### config.mk
export PLATFORM = sky130hd
export DESIGN_NAME = clock_ctrl_status_and_lf_source
export DESIGN_NICKNAME = d
export VERILOG_FILES = /design/src/clk_ctrl_pkg.sv /design/src/cal_timer_if.sv /design/src/cal_interval_timer.sv /design/src/clock_ctrl_status_and_lf_source.sv
export SDC_FILE = /design/constraint.sdc
export NUM_CORES = 1
export LEC_CHECK = 0
export BUFFER_PORTS_ARGS = -buffer_cell sky130_fd_sc_hd__buf_4
export CORE_ASPECT_RATIO = 1.1
export CORE_MARGIN = 2
export CORE_UTILIZATION = 60
export DETAILED_ROUTE_END_ITERATION = 8
export GPL_TIMING_DRIVEN = 0
export PLACE_DENSITY = 0.93
export SKIP_LAST_GASP = 1
export SYNTH_ARGS = -nofsm -noshare
export SYNTH_HDL_FRONTEND = slang
export SYNTH_HIERARCHICAL = 1
export SYNTH_SLANG_ARGS = --single-unit
export TNS_END_PERCENT = 30
### constraint.sdc
create_clock -name clk -period 5.8 [get_ports clk]
set_clock_uncertainty 0.1 [all_clocks]
set_input_delay 1.16 -clock clk [delete_from_list [all_inputs] [get_ports clk]]
set_output_delay 1.16 -clock clk [all_outputs]
set_load 0.02 [all_outputs]
### src/clk_ctrl_pkg.sv
// Package with register map, field layout and timing constants.
package clk_ctrl_pkg;

    // ****************************************************************
    // Register offsets
    // ****************************************************************
    localparam int          APB_AW       = 12;
    localparam logic [11:0] OFS_INTEN_SET = 12'h304;
    localparam logic [11:0] OFS_INTEN_CLR = 12'h308;
    localparam logic [11:0] OFS_INT_STAT  = 12'h30c;
    localparam logic [11:0] OFS_HF_RUN    = 12'h408;
    localparam logic [11:0] OFS_HF_STAT   = 12'h40c;
    localparam logic [11:0] OFS_LF_RUN    = 12'h414;
    localparam logic [11:0] OFS_LF_STAT   = 12'h418;
    localparam logic [11:0] OFS_LF_COPY   = 12'h41c;
    localparam logic [11:0] OFS_LF_SRC    = 12'h518;
    localparam logic [11:0] OFS_CAL_IV    = 12'h538;

    // ****************************************************************
    // Field layout
    // ****************************************************************
    localparam int NUM_EVT      = 4;
    localparam int BIT_FAST_UP  = 0;
    localparam int BIT_SLOW_UP  = 1;
    localparam int BIT_CAL_DONE = 2;
    localparam int BIT_CAL_TO   = 3;
    localparam int RUN_BIT      = 0;
    localparam int STAT_SRC_LSB = 0;
    localparam int STAT_RUN_BIT = 16;
    localparam int SRC_LSB      = 0;
    localparam int SRC_W        = 2;
    localparam int BYPASS_BIT   = 16;
    localparam int EXTERNAL_BIT = 17;
    localparam int CAL_IV_LSB   = 0;
    localparam int CAL_IV_W     = 7;
    localparam int SYNC_W       = 3;

    localparam logic [1:0] SRC_RC    = 2'h0;
    localparam logic [1:0] SRC_XTAL  = 2'h1;
    localparam logic [1:0] SRC_SYNTH = 2'h2;

    // ****************************************************************
    // Reset values
    // ****************************************************************
    localparam logic [NUM_EVT-1:0]  INTEN_RST  = 4'h0;
    localparam logic [SRC_W-1:0]    LF_SRC_RST = 2'h0;
    localparam logic [CAL_IV_W-1:0] CAL_IV_RST = 7'h00;

    // ****************************************************************
    // Timing
    // ****************************************************************
    localparam int CLK_FREQ_HZ     = 20_000_000;
    localparam int CAL_STEP_MS     = 250;
    localparam int CAL_STEP_CYCLES = CLK_FREQ_HZ / 1000 * CAL_STEP_MS;

    // ****************************************************************
    // Types
    // ****************************************************************
    typedef enum logic [1:0] {
        T_IDLE = 2'b01,
        T_RUN  = 2'b10
    } timer_state_t;

    typedef struct packed {
        logic [SRC_W-1:0] src;
        logic             bypass;
        logic             ext;
    } lf_sel_t;

    typedef struct packed {
        logic [NUM_EVT-1:0] inten;
        logic [NUM_EVT-1:0] evt;
        logic               hf_run;
        logic               lf_run;
        lf_sel_t            lf_src;
        lf_sel_t            lf_copy;
        logic [SYNC_W-1:0]  hf_sync;
        logic [SYNC_W-1:0]  lf_sync;
        logic               hf_up;
        logic               lf_up;
        logic [31:0]        prdata;
    } ctrl_state_t;

    typedef struct packed {
        timer_state_t       st;
        logic [31:0]        presc;
        logic [CAL_IV_W-1:0] remain;
        logic [CAL_IV_W-1:0] interval;
        logic               timeout;
    } timer_regs_t;

endpackage : clk_ctrl_pkg

### src/cal_timer_if.sv
// Interface between the register block and the calibration timer.
`timescale 1ns/10ps
interface cal_timer_if;
    import clk_ctrl_pkg::*;
    logic                start;
    logic                stop;
    logic                clr;
    logic                iv_wr;
    logic [CAL_IV_W-1:0] iv_wdata;
    logic [CAL_IV_W-1:0] interval;
    logic                timeout;
    logic                running;

    modport ctrl (output start, stop, clr, iv_wr, iv_wdata,
                  input  interval, timeout, running);
    modport timer (input  start, stop, clr, iv_wr, iv_wdata,
                   output interval, timeout, running);
endinterface : cal_timer_if

### src/cal_interval_timer.sv
// Calibration timer with retained interval register.
`timescale 1ns/10ps
module cal_interval_timer #(
    parameter int STEP_CYCLES = clk_ctrl_pkg::CAL_STEP_CYCLES
) (
    input wire logic clk,     // system clock
    input wire logic por_rst, // power-on reset, only reset of the interval register; system reset comes in as cal.clr
    cal_timer_if.timer cal    // control from register block
);
    import clk_ctrl_pkg::*;

    timer_regs_t s_ff;
    timer_regs_t nxt_s;

    // ****************************************************************
    // Quarter-second prescaler and interval countdown
    // ****************************************************************
    always_comb begin
        nxt_s         = s_ff;
        nxt_s.timeout = 1'b0;
        if (cal.iv_wr) begin
            nxt_s.interval = cal.iv_wdata;
        end
        if (cal.start) begin
            // A zero interval runs as one step, the shortest legal one.
            nxt_s.st     = T_RUN;
            nxt_s.presc  = 32'(STEP_CYCLES - 1);
            nxt_s.remain = (s_ff.interval == '0) ? 7'h01 : s_ff.interval;
        end else begin
            case (s_ff.st)
                T_IDLE: begin
                    nxt_s.presc = '0;
                end
                T_RUN: begin
                    if (cal.stop) begin
                        nxt_s.st = T_IDLE;
                    end else if (s_ff.presc == '0) begin
                        nxt_s.presc = 32'(STEP_CYCLES - 1);
                        if (s_ff.remain == 7'h01) begin
                            nxt_s.timeout = 1'b1;
                            nxt_s.st      = T_IDLE;
                        end else begin
                            nxt_s.remain = s_ff.remain - 7'h01;
                        end
                    end else begin
                        nxt_s.presc = s_ff.presc - 32'h1;
                    end
                end
                default: begin
                    nxt_s.st = T_IDLE;
                end
            endcase
        end
        // System reset stops counting but leaves the interval alone.
        if (cal.clr) begin
            nxt_s.st      = T_IDLE;
            nxt_s.presc   = '0;
            nxt_s.remain  = '0;
            nxt_s.timeout = 1'b0;
        end
    end

    always_ff @(posedge clk or posedge por_rst) begin
        if (por_rst) begin
            s_ff <= '{st: T_IDLE, presc: 32'h0, remain: 7'h00,
                      interval: CAL_IV_RST, timeout: 1'b0};
        end else begin
            s_ff <= nxt_s;
        end
    end

    assign cal.interval = s_ff.interval;
    assign cal.timeout  = s_ff.timeout;
    assign cal.running  = (s_ff.st == T_RUN);
endmodule : cal_interval_timer

### src/clock_ctrl_status_and_lf_source.sv
// Clock control status, interrupt enables and slow clock source block.
//
// Contract
// - Writing one to bit A of the enable-clear register disables fast-up irq.
// - Writing one to bit B of enable-clear disables slow-up irq.
// - Writing one to bit C of enable-clear disables calibration-done irq.
// - Writing one to bit D disables timeout irq; reading returns enable.
// - Fast clock run register shows the fast start task was triggered.
// - Slow clock run register shows the slow start task was triggered.
// - Slow start task captures the source selection into a readable copy.
// - Source field: 0 selects RC, 1 crystal, 2 synthesized.
// - Bypass bit one bypasses the crystal for rail-to-rail external clocks.
// - External bit selects external source; software keeps field at crystal.
// - External bit zero runs crystal with external input disabled.
// - Calibration interval survives ordinary resets.
// - Interval ranges from a quarter second to 31.75 seconds.
// - Enable-set register enables the same four interrupts, shared state.
// - Calibration-done event marks end of RC oscillator calibration.
// - Timeout event fires when the calibration timer expires.
`timescale 1ns/10ps
module clock_ctrl_status_and_lf_source #(
    parameter int CAL_STEP = clk_ctrl_pkg::CAL_STEP_CYCLES
) (
    input  wire logic                           clk,        // 20 MHz
    input  wire logic                           rst,        // async, high
    input  wire logic                           por_rst,    // power-on
    input  wire logic                           psel,       // APB select
    input  wire logic                           penable,    // APB enable
    input  wire logic                           pwrite,     // APB write
    input  wire logic [clk_ctrl_pkg::APB_AW-1:0] paddr,     // APB address
    input  wire logic [31:0]                    pwdata,     // APB wdata
    output logic      [31:0]                    prdata,     // APB rdata
    output logic                                pready,     // APB ready
    output logic                                pslverr,    // APB error
    input  wire logic                           fast_clock_start_task,
    input  wire logic                           fast_clock_stop_task,
    input  wire logic                           slow_clock_start_task,
    input  wire logic                           slow_clock_stop_task,
    input  wire logic                           cal_start_task, // timer
    input  wire logic                           cal_stop_task,  // timer
    input  wire logic                           fast_clock_up_event,
    input  wire logic                           slow_clock_up_event,
    input  wire logic                           cal_done_event, // RC cal
    input  wire logic                           fast_clock_running_pin,
    input  wire logic                           slow_clock_running_pin,
    output logic                                irq,        // level
    output logic [clk_ctrl_pkg::SRC_W-1:0]      lf_source,  // active src
    output logic                                lf_rc_en,   // RC osc on
    output logic                                lf_xtal_en, // crystal on
    output logic                                lf_synth_en, // synth on
    output logic                                lf_bypass_en, // bypass
    output logic                                lf_external_en // ext in
);
    import clk_ctrl_pkg::*;

    ctrl_state_t        s_ff;
    ctrl_state_t        nxt_s;
    cal_timer_if        cal ();
    logic               wr_acc;
    logic               rd_setup;
    logic               mapped;
    logic [NUM_EVT-1:0] evt_in;
    logic [31:0]        rd_word;
    logic [9:0]         widx;

    // ****************************************************************
    // Calibration timer
    // ****************************************************************
    // The interval register answers only to power-on reset; a system reset
    // reaches the timer as cal.clr and stops counting but leaves the interval in place.
    cal_interval_timer #(
        .STEP_CYCLES (CAL_STEP)
    ) u_timer (
        .clk     (clk),
        .por_rst (por_rst),
        .cal     (cal.timer)
    );

    assign cal.start    = cal_start_task;
    assign cal.stop     = cal_stop_task;
    assign cal.clr      = rst;
    assign cal.iv_wr    = wr_acc && (widx == OFS_CAL_IV[11:2]);
    assign cal.iv_wdata = pwdata[CAL_IV_LSB +: CAL_IV_W];

    // ****************************************************************
    // Bus decode
    // ****************************************************************
    // Zero wait states: the read word is prepared in the setup cycle.
    // An unmapped access is flagged at once, since pready never waits.
    assign widx     = paddr[11:2];
    assign wr_acc   = psel && penable && pwrite;
    assign rd_setup = psel && !penable && !pwrite;

    always_comb begin
        case (widx)
            OFS_INTEN_SET[11:2], OFS_INTEN_CLR[11:2], OFS_INT_STAT[11:2],
            OFS_HF_RUN[11:2], OFS_HF_STAT[11:2], OFS_LF_RUN[11:2],
            OFS_LF_STAT[11:2], OFS_LF_COPY[11:2], OFS_LF_SRC[11:2],
            OFS_CAL_IV[11:2]: begin
                mapped = 1'b1;
            end
            default: begin
                mapped = 1'b0;
            end
        endcase
    end

    // Events and tasks come from logic on this clock, so they pass no
    // synchroniser; only the two running pins need one.
    assign evt_in[BIT_FAST_UP]  = fast_clock_up_event;
    assign evt_in[BIT_SLOW_UP]  = slow_clock_up_event;
    assign evt_in[BIT_CAL_DONE] = cal_done_event;
    assign evt_in[BIT_CAL_TO]   = cal.timeout;

    // ****************************************************************
    // Read multiplexer
    // ****************************************************************
    always_comb begin
        rd_word = 32'h0;
        case (widx)
            OFS_INTEN_SET[11:2], OFS_INTEN_CLR[11:2]: begin
                rd_word[NUM_EVT-1:0] = s_ff.inten;
            end
            OFS_INT_STAT[11:2]: begin
                rd_word[NUM_EVT-1:0] = s_ff.evt;
            end
            OFS_HF_RUN[11:2]: begin
                rd_word[RUN_BIT] = s_ff.hf_run;
            end
            OFS_HF_STAT[11:2]: begin
                rd_word[STAT_RUN_BIT] = s_ff.hf_up;
            end
            OFS_LF_RUN[11:2]: begin
                rd_word[RUN_BIT] = s_ff.lf_run;
            end
            OFS_LF_STAT[11:2]: begin
                rd_word[STAT_SRC_LSB +: SRC_W] = s_ff.lf_copy.src;
                rd_word[STAT_RUN_BIT]          = s_ff.lf_up;
            end
            OFS_LF_COPY[11:2]: begin
                rd_word[SRC_LSB +: SRC_W] = s_ff.lf_copy.src;
                rd_word[BYPASS_BIT]       = s_ff.lf_copy.bypass;
                rd_word[EXTERNAL_BIT]     = s_ff.lf_copy.ext;
            end
            OFS_LF_SRC[11:2]: begin
                rd_word[SRC_LSB +: SRC_W] = s_ff.lf_src.src;
                rd_word[BYPASS_BIT]       = s_ff.lf_src.bypass;
                rd_word[EXTERNAL_BIT]     = s_ff.lf_src.ext;
            end
            OFS_CAL_IV[11:2]: begin
                rd_word[CAL_IV_LSB +: CAL_IV_W] = cal.interval;
            end
            default: begin
                rd_word = 32'h0;
            end
        endcase
    end

    // ****************************************************************
    // Next state
    // ****************************************************************
    always_comb begin
        nxt_s = s_ff;

        // Run indicators follow the tasks; a start beats a stop.
        if (fast_clock_stop_task) begin
            nxt_s.hf_run = 1'b0;
        end
        if (fast_clock_start_task) begin
            nxt_s.hf_run = 1'b1;
        end
        if (slow_clock_stop_task) begin
            nxt_s.lf_run = 1'b0;
        end
        if (slow_clock_start_task) begin
            nxt_s.lf_run  = 1'b1;
            nxt_s.lf_copy = s_ff.lf_src;
        end

        // Oscillator running flags: third and second stage must agree.
        // A pin that toggles faster than the stages settle keeps its flag.
        nxt_s.hf_sync = {s_ff.hf_sync[SYNC_W-2:0], fast_clock_running_pin};
        nxt_s.lf_sync = {s_ff.lf_sync[SYNC_W-2:0], slow_clock_running_pin};
        if (s_ff.hf_sync[2] == s_ff.hf_sync[1]) begin
            nxt_s.hf_up = s_ff.hf_sync[2];
        end
        if (s_ff.lf_sync[2] == s_ff.lf_sync[1]) begin
            nxt_s.lf_up = s_ff.lf_sync[2];
        end

        // Register writes; run, clock status and copy words take none.
        if (wr_acc) begin
            case (widx)
                OFS_INTEN_SET[11:2]: begin
                    nxt_s.inten = s_ff.inten | pwdata[NUM_EVT-1:0];
                end
                OFS_INTEN_CLR[11:2]: begin
                    nxt_s.inten = s_ff.inten & ~pwdata[NUM_EVT-1:0];
                end
                OFS_INT_STAT[11:2]: begin
                    nxt_s.evt = s_ff.evt & ~pwdata[NUM_EVT-1:0];
                end
                OFS_LF_SRC[11:2]: begin
                    nxt_s.lf_src.src    = pwdata[SRC_LSB +: SRC_W];
                    nxt_s.lf_src.bypass = pwdata[BYPASS_BIT];
                    nxt_s.lf_src.ext    = pwdata[EXTERNAL_BIT];
                end
                default: begin
                    nxt_s.inten = s_ff.inten;
                end
            endcase
        end

        // A new event wins over a clear in the same cycle.
        nxt_s.evt = nxt_s.evt | evt_in;

        if (rd_setup) begin
            nxt_s.prdata = rd_word;
        end
    end

    always_ff @(posedge clk or posedge rst) begin
        if (rst) begin
            s_ff <= '{inten: INTEN_RST, evt: 4'h0, hf_run: 1'b0,
                      lf_run: 1'b0,
                      lf_src: '{src: LF_SRC_RST, bypass: 1'b0, ext: 1'b0},
                      lf_copy: '{src: LF_SRC_RST, bypass: 1'b0, ext: 1'b0},
                      hf_sync: 3'h0, lf_sync: 3'h0, hf_up: 1'b0,
                      lf_up: 1'b0, prdata: 32'h0};
        end else begin
            s_ff <= nxt_s;
        end
    end

    // ****************************************************************
    // Outputs
    // ****************************************************************
    assign prdata  = s_ff.prdata;
    assign pready  = 1'b1;
    assign pslverr = psel && penable && !mapped;
    assign irq     = |(s_ff.evt & s_ff.inten);

    // The oscillator is driven from the copy taken at start, so a later
    // rewrite of the source word cannot disturb a running slow clock.
    assign lf_source    = s_ff.lf_copy.src;
    assign lf_rc_en     = s_ff.lf_run && (s_ff.lf_copy.src == SRC_RC);
    assign lf_xtal_en   = s_ff.lf_run && (s_ff.lf_copy.src == SRC_XTAL);
    assign lf_synth_en  = s_ff.lf_run && (s_ff.lf_copy.src == SRC_SYNTH);
    assign lf_external_en = s_ff.lf_run && s_ff.lf_copy.ext
                            && (s_ff.lf_copy.src == SRC_XTAL);
    assign lf_bypass_en = lf_external_en && s_ff.lf_copy.bypass;
endmodule : clock_ctrl_status_and_lf_source

# == Word-level counts from Yosys, hierarchy flattened ==
# Index checks and enable logic that the tools add are counted.
# word_totals
reg_bits,84
in_bits,61
output_inout_bits,42
elab_cells,117
# classes
n_addsub,2
n_eq_ne,23
n_mux,33
n_bitwise,6
reduce_logical,33
# op_table
op,count
2-to-1 mux 41 bit,2
"equality test 10 x 9 -> 1 bit, second input constant",7
case mux 32 bit (2 select lines),1
2-to-1 mux 39 bit,1
zero test 32 bit,1
2-to-1 mux 32 bit,1
"subtractor 32 x 1 -> 32 bit, second input constant",1
"equality test 10 x 8 -> 1 bit, second input constant",3
2-to-1 mux 7 bit,4
AND 4 bit,3
logical AND 1 bit,12
2-to-1 mux 1 bit,11
"!= test 5 x 4 -> 1 bit, second input constant",2
OR reduction 10 bit,1
"!= test 3 bit, second input constant",3
2-to-1 mux 4 bit,2
bitwise OR 4 bit,2
case mux 4 bit (2 select lines),1
"equality test 7 x 1 -> 1 bit, second input constant",1
zero test 7 bit,1
case mux 1 bit (7 select lines),1
"subtractor 7 x 1 -> 7 bit, second input constant",1
2-to-1 mux 2 bit,3
case mux 2 bit (3 select lines),1
20 further kinds,31

# == Longest topological paths before layout ==
# Gate-level depths: netlist of the first run.
# logic_depth
word_depth,7
ltp_mapped,8
mapped_depth_nobuf,7

# == Cells and area by module ==
# The synthesis of the first run kept the hierarchy.
# modules_own_cells
mod,n_inst,cells_each,area_each_um2,seq_area_each_um2
cal_interval_timer,1,319,2899.0,1227.4
clock_ctrl_status_and_lf_source,1,199,2062.0,875.8

# == Least setup slack after synthesis of the first run ==
# OpenSTA, ideal clock, no wires.
# synth_timing
path_type,in2out
start,in paddr[3] in the netlist's numbering
end,out pslverr
arrival_time_ps,2208
required_time_ps,4540
slack_ps,2332
stages,4
n_path_buf,1
cell_sequence,nor2b_1 and4_1 buf_6 a311oi_1
# synth_via
elab_chain_len,5
word_cells_on_any_way,14
classes_between,eq/ne (10); mux (1); reduce/logical (3)
# synth_lines
item,line_no,text
"start, declared",clock_ctrl_status_and_lf_source.sv:30,"input wire logic [clk_ctrl_pkg::APB_AW-1:0] paddr,"
equality test 10 x 9 -> 1 bit / equality test 10 x 8 -> 1 bit (equally long branches),clock_ctrl_status_and_lf_source.sv:95,case (widx)
OR reduction 10 bit *,clock_ctrl_status_and_lf_source.sv:95,
2-to-1 mux 1 bit *,clock_ctrl_status_and_lf_source.sv:95,
zero test 1 bit *,clock_ctrl_status_and_lf_source.sv:240,assign pslverr = psel && penable && !mapped;
logical AND 1 bit *,clock_ctrl_status_and_lf_source.sv:240,
"end, declared",clock_ctrl_status_and_lf_source.sv:34,"output logic pslverr,"
# Every way passes the cells marked *; elsewhere a longest branch is shown, timed or not.

# == Worst setup path in the final report of the first run ==
# layout_timing
start,in paddr[7] in the netlist's numbering
end,out pslverr
# Same word-level chain as after synthesis.

==> results of run 1 <==
## where the power goes
| part | internal [mW] | total (mW) | switching, mW |
|---|---|---|---|
| clock network | 0.169 | 0.389 | 0.220 |
| logic | 0.0883 | 0.216 | 0.128 |
| registers | 0.604 | 0.624 | 0.0196 |
| total | 0.861 | 1.23 | 0.368 |
## routing by layer
metal,routed length (um),GRT usage [%],vias to the layer above
met2,6080,46.2,215
met1,4870,34.1,2072
met5,0,0,-
li1,-,-,2017
met3,799,5.15,42
met4,385,13.3,0
## through the flow
stage          area [sq um]  total power, mW
2_1_floorplan          5040            0.780
3_3_place_gp           5560            0.838
3_5_place_dp           5580            0.846
4_1_cts                5770             1.23
5_1_grt                5770             1.28
6_report               5770             1.23
## Yosys cell counts, types with 4 or more instances
library cell,instances
nor3_1,14
nand4_1,10
nor4_1,13
nand2_1,32
o31ai_1,4
a22o_1,6
nand2b_1,6
a21oi_1,21
a22oi_1,5
a32oi_1,5
xor2_1,7
a21o_1,11
xnor2_1,7
and4_1,4
or4b_1,4
inv_1,23
nand3_1,18
and3_1,8
or3_1,10
dfrtp_1,83
mux2_2,15
nor2_1,42
buf_4,44
clkbuf_1,13
or4_1,6
a211o_1,5
o21ai_0,24
a31oi_1,8
## flip-flops by register name, indices dropped and copies added (netlist names), named ones only
name and cells:
u_timer/cal.interval 7, lf_source 2, u_timer/cal.timeout 1, prdata 9
s_ff 16, nxt_s 4, u_timer/s_ff 41
## cell type report
| type | instances | area (sq um) |
|---|---|---|
| multi-input cells | 371 | 2440 |
| fillers | 583 | 2190 |
| flip-flops and latches | 84 | 2100 |
| plain buffers | 62 | 410 |
| repair buffers | 52 | 403 |
| clock buffers | 10 | 138 |
| well taps | 108 | 135 |
| inverters | 23 | 86.3 |
| clock inverters | 6 | 47.5 |
## worst max path at each step
stage,from,end,slack [ns]
detailed placement,paddr[7],pslverr,2.23
global placement,paddr[7],pslverr,2.27
finish,paddr[7],pslverr,2.22
CTS,paddr[7],pslverr,2.23
floorplan,paddr[3],pslverr,2.33
global route,paddr[7],pslverr,2.16
## cells by family after synthesis
kind of cell / after synthesis / synth area share [%]
flops: 84 / 42.4
other cells: 2 / 0.151
fa+ha+maj: 5 / 1.16
mux: 17 / 3.81
compound gates: 110 / 15.5
xor+xnor: 14 / 2.47
simple gates: 201 / 24.5
buf+inv: 85 / 10.0
==> results.md, run 1 <==
- Post-route ant nets: 0
- Initial antenna violation count: 0
- Max Fclk: 279 MHz
- Clk root buf: clkbuf_8
- Starting Density: 62.4%
- Mean Syn Cell Area: 9.58 sq um
- First-pass GRT wire length: 19.9 mm
- Worst flop-to-flop path startpoint: u_timer/s_ff[15]
- Total gr overflow: 0
- Area of the mapped netlist: 0.00496 sq mm
- GRT Resource Usage Total: 27.4%
- Worst hold path type: reg -> reg
- Synth Register Bits: 84
- VDD IR max: 0.181 mV
- Worst R2R Path Depth: 8
- Share of the yosys chip area belonging to registers: 42.4%
- R2r endpoint: u_timer/s_ff[21]
- Min cycle time layout: 3.58 ns
- Req. time, crit path: 4.54 ns
- Leak Pwr: 2.71 nW
- Yosys top cell by area: dfrtp_1
- Syn Inst Count: 518
- Core Util, Final: 72.5%
- Setup bufs post-CTS: 0
- Die footprint: 0.00901 sq mm
- Slowest library cell on the worst path: nor4b_4
- Detailed Routing Iterations Pass 1: 5
- Non-filler cells, final: 716
- Diodes inserted: 0
- Iter 0 DRT Violations: 292
- Main synth FF type: dfrtp_1
- Post-synth EDFFs: 0
- Port Buf Inserts: 51
- Share of the synthesized area in the top cell type: 41.9%
- Critical path peak fanout: 7
- Final TNS setup: 0 ns
- Clock latency on the worst-skew pair: 0.36 ns
- Synth cell types: 70
- Largest cells by area after synthesis: dfrtp_1 42%, buf_4 6.7%, mux2_2 3.4%
- Crit path DAT: 2.32 ns
- Final Slew Violations: 0
- Status: finished clean
- Max-cap viol count: 0
- Hold path endpoint: nxt_s[36]
- Final hold vios: 0
- Post-DP HPWL: 8.92 mm
- WP buf/inv: 3
- Crit path largest cell delay: 0.41 ns
- Worst hold margin: 0.255 ns
- Layout area overhead: 16.2%
- CTS tree: built
- Crit-path leading delay family: simple AND/OR/NAND/NOR gates
- Setup WS pre-CTS: 2.23 ns
- H-Tree Depth: 3
- Drt drc: 0
- Core footprint: 0.00796 sq mm
- Share of cells above drive strength 1: 26.0%
- Hold Crit Depth: 0
- R2R setup slack: 2.81 ns
- Die X: 90.7 um
- Startpoint Class: input port
- Commonest non-fill, non-tap cell in the layout: buf_4
- YS warnings: 6
- Setup WS post-layout: 2.22 ns
- Routability cong.: 0.893
- Max-slew headroom at the worst pin: 13.4%
- Async set-or-reset flop fraction in the synthesized netlist: 100%
- Post-cts gate resize count: 0
- Hold path start: nxt_s[35]
- Die height: 99.4 um
- Critical Path End Type: output pin
- WS Path Type: in -> out
- Via count: 4346
- Least-Margin Pin Slew: 1.29 ns
- # hold bufs at CTS: 0
- Row cnt: 34
- Via density: 6.07
- Placed Cells: 700
- Crit path depth: 6
- Commonest cells after routing, fill and taps aside: 95 x buf_4, 83 x dfrtp_1, 42 x nor2_1, 32 x nand2_1
- Number of global-route vias before repair: 4188
- Clk slew on worst S/H paths: 0.08 ns
- Pwr per Cell Area: 213 mW/mm^2
- CTS Buffer Depth: 2
- Number of setup violations in the final report: 0
- Post-Route WL: 12.1 mm
- Clock Sinks: 84
- Final period utilization: 61.8%
- CTS Buf Count: 9
- Worst path cell trace: buf_4, nor4b_4, and4_1, buf_6, a311oi_1, buf_4
- RSZ-0062 raised after global routing: no
- Crit-path most repeated cell: buf_4
- Largest net degree at the start of global routing: 36
- NumNets Final: 667
- Boundary Pins: 103
- Avg WL per Cell: 16.9 um
Power figures use the tool's default switching activity.
==> run 2: changes to the inputs <==
--- a/config.mk
+++ b/config.mk
@@ -8,10 +8,10 @@
 export BUFFER_PORTS_ARGS = -buffer_cell sky130_fd_sc_hd__buf_4
 export CORE_ASPECT_RATIO = 1.1
 export CORE_MARGIN = 2
-export CORE_UTILIZATION = 60
+export CORE_UTILIZATION = 50
 export DETAILED_ROUTE_END_ITERATION = 8
 export GPL_TIMING_DRIVEN = 0
-export PLACE_DENSITY = 0.93
+export PLACE_DENSITY = 0.84
 export SKIP_LAST_GASP = 1
 export SYNTH_ARGS = -nofsm -noshare
 export SYNTH_HDL_FRONTEND = slang
==> constraint.sdc (replaced) <==
create_clock -name clk -period 3.1 [get_ports clk]
set_clock_uncertainty 0.1 [all_clocks]
set_input_delay 0.62 -clock clk [delete_from_list [all_inputs] [get_ports clk]]
set_output_delay 0.62 -clock clk [all_outputs]
set_load 0.02 [all_outputs]
==> run 2 against run 1 <==
Compared with the run above:
- final cell count is 1.7% higher
- critical path type is now reg -> reg
- flip-flop and latch count is the same
- routed wire length did not move
==> results.md, run 2 (synthesis gave the netlist of run 1 again) <==
- Status: finished clean (unchanged)
- Clk slew on worst S/H paths: 0.09 ns (was 0.08 ns)
- Clock latency on the worst-skew pair: 0.37 ns (was 0.36 ns)
- Post-cts gate resize count: 0 (unchanged)
- Post-DP HPWL: 8.93 mm (was 8.92 mm)
- Critical Path End Type: register (was output pin)
- Finished Cell Area: 0.00584 sq mm (was 0.00577 sq mm)
- Worst R2R Path Depth: 7 (was 8)
- CTS tree: built (unchanged)
- NumNets Final: 667 (unchanged)
- Final period utilization: 94.8%
- Post-Route WL: 12.1 mm (unchanged)
- Detailed Routing Iterations Pass 1: 5 (unchanged)
- Commonest non-fill, non-tap cell in the layout: buf_4 (unchanged)
- Req. time, crit path: 3.28 ns (was 4.54 ns)
- Least-Margin Pin Slew: 1.29 ns (about the same)
- First-pass GRT wire length: 19.8 mm (was 19.9 mm)
- Layout area overhead: 17.6% (was 16.2%)
- Critical path capture point: u_timer/s_ff[11] (was pslverr)
- Number of global-route vias before repair: 4192 (was 4188)
- CTS Buf Count: 9 (unchanged)
- Total gr overflow: 0 (unchanged)
- Pwr per Cell Area: 425 mW/mm^2 (was 213 mW/mm^2)
- Commonest cells after routing, fill and taps aside: 95 x buf_4, 83 x dfrtp_1, 42 x nor2_1, 32 x nand2_1 (unchanged)
- Max-cap viol count: 0 (unchanged)
- CTS Buffer Depth: 2 (unchanged)
- Int Power: 1.78 mW (was 0.861 mW)
- Clock network power share: 36.6% (was 31.7%)
- Drt drc: 0 (unchanged)
- Diodes inserted: 0 (unchanged)
- Crit path DAT: 3.12 ns (was 2.32 ns)
- Max reg flops: 41 (unchanged)
- Max-slew headroom at the worst pin: 13.5% (was 13.4%)
- FF/Latch Area: 0.00210 sq mm (unchanged)
- Min cycle time layout: 2.94 ns
- Starting Density: 50.9% (was 62.4%)
- Iter 0 DRT Violations: 269 (was 292)
- Via density: 5.93 (was 6.07)
- Clock Sinks: 84 (unchanged)
- Number of setup violations in the final report: 0 (unchanged)
- GRT Resource Usage Total: 23.0% (was 27.4%)
- Non-filler cells, final: 728 (was 716)
- Core footprint: 0.00975 sq mm (was 0.00796 sq mm)
- Largest net degree at the start of global routing: 41 (was 36)
- Boundary Pins: 103 (unchanged)
- Port Buf Inserts: 51 (unchanged)
- Worst hold margin: 0.0715 ns (was 0.255 ns)
- # hold bufs at CTS: 0 (unchanged)
- Crit path from: u_timer/s_ff[15] (was paddr[7])
- Worst hold path type: in -> async (was reg -> reg)
- Routability cong.: 0.893 (about the same)
- Die X: 99.0 um (was 90.7 um)
- Design Power: 2.48 mW (was 1.23 mW)
- R2R setup slack: 0.16 ns (was 2.81 ns)
- Final TNS setup: 0 ns (unchanged)
- WS Path Type: reg -> reg (was in -> out)
- Initial antenna violation count: 0 (unchanged)
- Sw Ratio: 28.3% (was 29.9%)
- Clk root buf: clkbuf_8 (unchanged)
- Row cnt: 38 (was 34)
- Startpoint Class: register (was input port)
- R2r endpoint: u_timer/s_ff[11] (was u_timer/s_ff[21])
- VDD IR max: 0.256 mV (was 0.181 mV)
- Leak Pwr: 2.74 nW (was 2.71 nW)
- Top reg by flops: u_timer/s_ff (unchanged)
- Die footprint: 0.0107 sq mm (was 0.00901 sq mm)
- Comb power frac: 16.4% (was 17.6%)
- H-Tree Depth: 3 (unchanged)
- Final hold vios: 0 (unchanged)
- Max Fclk: 340 MHz
- Critical path peak fanout: 8 (was 7)
- RSZ-0062 raised after global routing: yes (was no)
- Post-route ant nets: 0 (unchanged)
- Worst flop-to-flop path startpoint: u_timer/s_ff[15] (unchanged)
- Die height: 108 um (was 99.4 um)
- Via count: 4320 (was 4346)
- Final Slew Violations: 0 (unchanged)
- Share of cells above drive strength 1: 26.0% (unchanged)
- Layout fillers: 853 (was 583)
- Dpl cell area: 0.00560 sq mm (was 0.00558 sq mm)
- Switching Power: 0.701 mW (was 0.368 mW)
- Seq pwr share: 47.0% (was 50.7%)
- Multi-input logic area: 0.00245 sq mm (was 0.00244 sq mm)
- Avg WL per Cell: 16.7 um (was 16.9 um)
- Placed Cells: 712 (was 700)
- Setup bufs post-CTS: 0 (unchanged)
==> run 2: cell type report <==
| class | count | area share [%] |
|---|---|---|
| Multi-Input combinational cell | 371 | 42.0 |
| Sequential cell | 84 | 36.0 |
| Buffer | 62 | 7.03 |
| Timing Repair Buffer | 52 | 6.90 |
| Tap cell | 120 | 2.57 |
| Clock buffer | 10 | 2.36 |
| Clock inverter | 6 | 1.61 |
| Inverter | 23 | 1.48 |
==> run 2: how the worst min path moves through the flow <==
stage	from	end	slack [ns]
floorplan	nxt_s[35]	nxt_s[36]	0.23
global placement	nxt_s[38]	nxt_s[39]	0.24
detailed placement	nxt_s[35]	nxt_s[36]	0.24
CTS	por_rst	u_timer/s_ff[31]	0.06
global route	por_rst	u_timer/s_ff[31]	0.08
finish	por_rst	u_timer/s_ff[31]	0.07
==> run 2: metal layers <==
| metal | part of all wire, % | vias up | GRT usage [%] |
|---|---|---|---|
| met3 | 6.5 | 20 | 3.88 |
| met4 | 2.0 | 0 | 9.98 |
| li1 | - | 2004 | - |
| met2 | 51 | 171 | 39.1 |
| met1 | 40 | 2125 | 28.8 |
| met5 | 0 | - | 0 |
==> run 2: worst max-delay path, cell delays in order, from the launching register on <==
cell     delay (ns)
dfrtp_1        0.43
inv_1          0.07
ha_1           0.22
or4b_4         0.54
nor2_1         0.39
nand4_1        0.36
or4_1          0.55
a31oi_1        0.20
==> run 2: stage by stage <==
step | util [%] | setup slack (ns)
after global placement | 57.2 | 0.221
after CTS | 59.8 | 0.118
after global routing | 59.9 | -0.0171
final | 59.9 | 0.160
after detailed placement | 57.4 | 0.136
after floorplan | - | 0.574
==> run 2: power groups by stage <==
| stage | logic, mW | clock network (mW) | registers (mW) |
|---|---|---|---|
| after floorplan | 0.283 | 0 | 1.18 |
| after global placement | 0.386 | 0 | 1.18 |
| after detailed placement | 0.399 | 0 | 1.19 |
| after CTS | 0.401 | 0.930 | 1.17 |
| after global routing | 0.445 | 0.972 | 1.17 |
| final | 0.406 | 0.906 | 1.17 |
==> run 3: changes to the inputs <==
--- a/config.mk
+++ b/config.mk
@@ -5,10 +5,11 @@
 export SDC_FILE = /design/constraint.sdc
 export NUM_CORES = 1
 export LEC_CHECK = 0
+export ABC_AREA = 1
 export BUFFER_PORTS_ARGS = -buffer_cell sky130_fd_sc_hd__buf_4
 export CORE_ASPECT_RATIO = 1.1
 export CORE_MARGIN = 2
-export CORE_UTILIZATION = 50
+export CORE_UTILIZATION = 51
 export DETAILED_ROUTE_END_ITERATION = 8
 export GPL_TIMING_DRIVEN = 0
 export PLACE_DENSITY = 0.84
==> run 3 against run 2 <==
Compared with the run above:
- sequential power about the same
- global-route usage barely moved
- first-iteration DRC count increased by 30%
- utilization increased by 1.3 points
- maximum frequency grew 20%
- critical endpoint is now pslverr
- largest power group unchanged
==> results.md, run 3 <==
- Die footprint: 0.0113 sq mm (was 0.0107 sq mm)
- First-pass GRT wire length: 20.7 mm (was 19.8 mm)
- Most frequent cells after synthesis: 181 x nand2_1, 83 x dfrtp_1, 73 x inv_1, 73 x nor2_1, 44 x buf_4 (was 83 x dfrtp_1, 44 x buf_4, 42 x nor2_1)
- Yosys top cell by area: dfrtp_1 (unchanged)
- Share of the yosys chip area belonging to registers: 39.6% (was 42.4%)
- Post-synthesis mux area share: 0.212% (was 3.81%)
- Number of setup violations in the final report: 0 (unchanged)
- Finished Cell Area: 0.00627 sq mm (was 0.00584 sq mm)
- Max-cap viol count: 0 (unchanged)
- Count leader, synth: nand2_1 (was dfrtp_1)
- Top reg by flops: u_timer/s_ff (unchanged)
- Post-synth EDFFs: 0 (unchanged)
- RSZ-0062 raised after global routing: no (was yes)
- Critical Path End Type: output pin (was register)
- Clk root buf: clkbuf_16 (was clkbuf_8)
- Die height: 111 um (was 108 um)
- Dpl cell area: 0.00596 sq mm (was 0.00560 sq mm)
- Status: finished clean (unchanged)
- # hold bufs at CTS: 0 (unchanged)
- Share of cells above drive strength 1: 24.4% (was 26.0%)
- Boundary Pins: 103 (unchanged)
- Largest family of logic cells by synthesized area: simple AND/OR/NAND/NOR gates (unchanged)
- Total gr overflow: 0 (unchanged)
- Layout area overhead: 17.9% (was 17.6%)
- Largest cells by area after synthesis: dfrtp_1 39%, nand2_1 13%, buf_4 6.2% (was dfrtp_1 42%, buf_4 6.7%, mux2_2 3.4%)
- Main synth FF type: dfrtp_1 (unchanged)
- Final period utilization: 79.3% (was 94.8%)
- Max Fclk: 407 MHz (was 340 MHz)
- H-Tree Depth: 3 (unchanged)
- Row cnt: 39 (was 38)
- CTS Buf Count: 9 (unchanged)
- Commonest cells after routing, fill and taps aside: 181 x nand2_1, 96 x buf_4, 83 x dfrtp_1, 73 x nor2_1, 71 x inv_1 (was 95 x buf_4, 83 x dfrtp_1, 42 x nor2_1, 32 x nand2_1)
- Number of global-route vias before repair: 4559 (was 4192)
- Commonest non-fill, non-tap cell in the layout: nand2_1 (was buf_4)
- Post-route ant nets: 0 (unchanged)
- Final hold vios: 0 (unchanged)
- Clock Sinks: 84 (unchanged)
- Largest net degree at the start of global routing: 36 (was 41)
- Max-slew headroom at the worst pin: 50.9% (was 13.5%)
- Crit path DAT: 1.74 ns (was 3.12 ns)
- Synthesized-area fraction occupied by adder cells: 1.08% (was 1.16%)
- Least-Margin Pin Slew: 0.735 ns (was 1.29 ns)
- Synth Area in XOR/XNOR: 3.79% (was 2.47%)
- Via density: 5.13 (was 5.93)
- Clk slew on worst S/H paths: 0.06 ns (was 0.09 ns)
- Detailed Routing Iterations Pass 1: 5 (unchanged)
- Core footprint: 0.0102 sq mm (was 0.00975 sq mm)
- Layout fillers: 899 (was 853)
- Worst hold path type: in -> async (unchanged)
- Final TNS setup: 0 ns (unchanged)
- Port Buf Inserts: 52 (was 51)
- CTS Buffer Depth: 2 (unchanged)
- Synth cell types: 48 (was 70)
- Pwr per Cell Area: 447 mW/mm^2 (was 425 mW/mm^2)
- Critical path peak fanout: 8 (unchanged)
- Initial antenna violation count: 0 (unchanged)
- Synth Area in Compound Gates: 8.99% (was 15.5%)
- Routability cong.: 0.895 (was 0.893)
- Post-Route WL: 12.3 mm (was 12.1 mm)
- Setup bufs post-CTS: 0 (unchanged)
- Worst R2R Path Depth: 9 (was 7)
- Clock latency on the worst-skew pair: 0.34 ns (was 0.37 ns)
- Post-DP HPWL: 9.05 mm (was 8.93 mm)
- Final Slew Violations: 0 (unchanged)
- Starting Density: 51.9% (was 50.9%)
- Iter 0 DRT Violations: 349 (was 269)
- Startpoint Class: input port (was register)
- Design Power: 2.81 mW (was 2.48 mW)
- Simple logic cell fraction of the synthesized area: 32.9% (was 24.5%)
- Via count: 4719 (was 4320)
- GRT Resource Usage Total: 22.9% (was 23.0%)
- Min cycle time layout: 2.46 ns (was 2.94 ns)
- NumNets Final: 855 (was 667)
- Avg WL per Cell: 13.4 um (was 16.7 um)
- Post-cts gate resize count: 0 (unchanged)
- Req. time, crit path: 2.38 ns (was 3.28 ns)
- Die X: 101 um (was 99.0 um)
- Share of the synthesized area in the top cell type: 39.1% (was 41.9%)
- Max reg flops: 41 (unchanged)
- Leak Pwr: 3.25 nW (was 2.74 nW)
- Async set-or-reset flop fraction in the synthesized netlist: 100% (unchanged)
- Syn Inst Count: 705 (was 518)
- CTS tree: built (unchanged)
- Mean Syn Cell Area: 7.54 sq um (was 9.58 sq um)
- Diodes inserted: 0 (unchanged)
- Drt drc: 0 (unchanged)
- Area of the mapped netlist: 0.00532 sq mm (was 0.00496 sq mm)
- Synth Register Bits: 84 (unchanged)
- VDD IR max: 0.237 mV (was 0.256 mV)
- WS Path Type: in -> out (was reg -> reg)
- YS warnings: 6 (unchanged)
==> run 3: final timing paths <==
check	startpoint	slack, ns	end
max in group asynchronous	rst	2.07	async pin
hold / removal	por_rst	0.20	u_timer/s_ff[22]
hold reg to reg	nxt_s[38]	0.26	nxt_s[39]
setup reg to reg	u_timer/s_ff[15]	1.07	u_timer/s_ff[42]
min in group clk	nxt_s[38]	0.26	nxt_s[39]
setup / recovery	paddr[9]	0.64	pslverr
==> run 3: per-layer routing <==
metal	GRT usage [%]	share of wire [%]	up-vias
li1	-	-	2332
met1	28.2	41	2176
met2	38.5	51	179
met3	4.16	5.8	32
met4	10.6	3.0	0
met5	0	0	-
==> run 3: cell families after synthesis <==
kind of cell | Yosys count
other cells | 2
flops | 84
compound gates | 83
fa+ha+maj | 5
buf+inv | 140
xor+xnor | 23
simple gates | 367
mux | 1
==> run 3: cell type report <==
type,count,area [sq um],share of cell area [%]
well taps,123,154,2.46
plain buffers,51,369,5.89
inverters,89,340,5.43
clock buffers,12,256,4.09
multi-input cells,503,2590,41.3
clock inverters,4,48.8,0.778
flip-flops and latches,84,2100,33.6
repair buffers,53,410,6.55
==> run 3: per-stage QoR <==
step / hold slack, ns / utilization, % / worst slack [ns] / std cells
after global routing: 0.226 / 61.2 / 0.577 / 919
after global placement: 0.236 / 58.0 / 0.546 / 902
after CTS: 0.203 / 61.2 / 0.645 / 919
after floorplan: 0.231 / - / 0.969 / 727
final: 0.203 / 61.2 / 0.642 / 919
after detailed placement: 0.239 / 58.2 / 0.642 / 903
==> run 3: power by group <==
| part | leakage, nW | internal (mW) | total, mW | switching, mW |
|---|---|---|---|---|
| clock | 0.153 | 0.667 | 1.10 | 0.435 |
| sequential | 1.04 | 1.14 | 1.18 | 0.0349 |
| combinational | 2.06 | 0.191 | 0.525 | 0.334 |
==> run 3: worst max-delay path, cell delays in order <==
cell	delay, ns
buf_4	0.12
nand3b_2	0.22
nor2_4	0.20
nand2_1	0.20
nand4_1	0.17
nor3b_2	0.06
buf_4	0.15
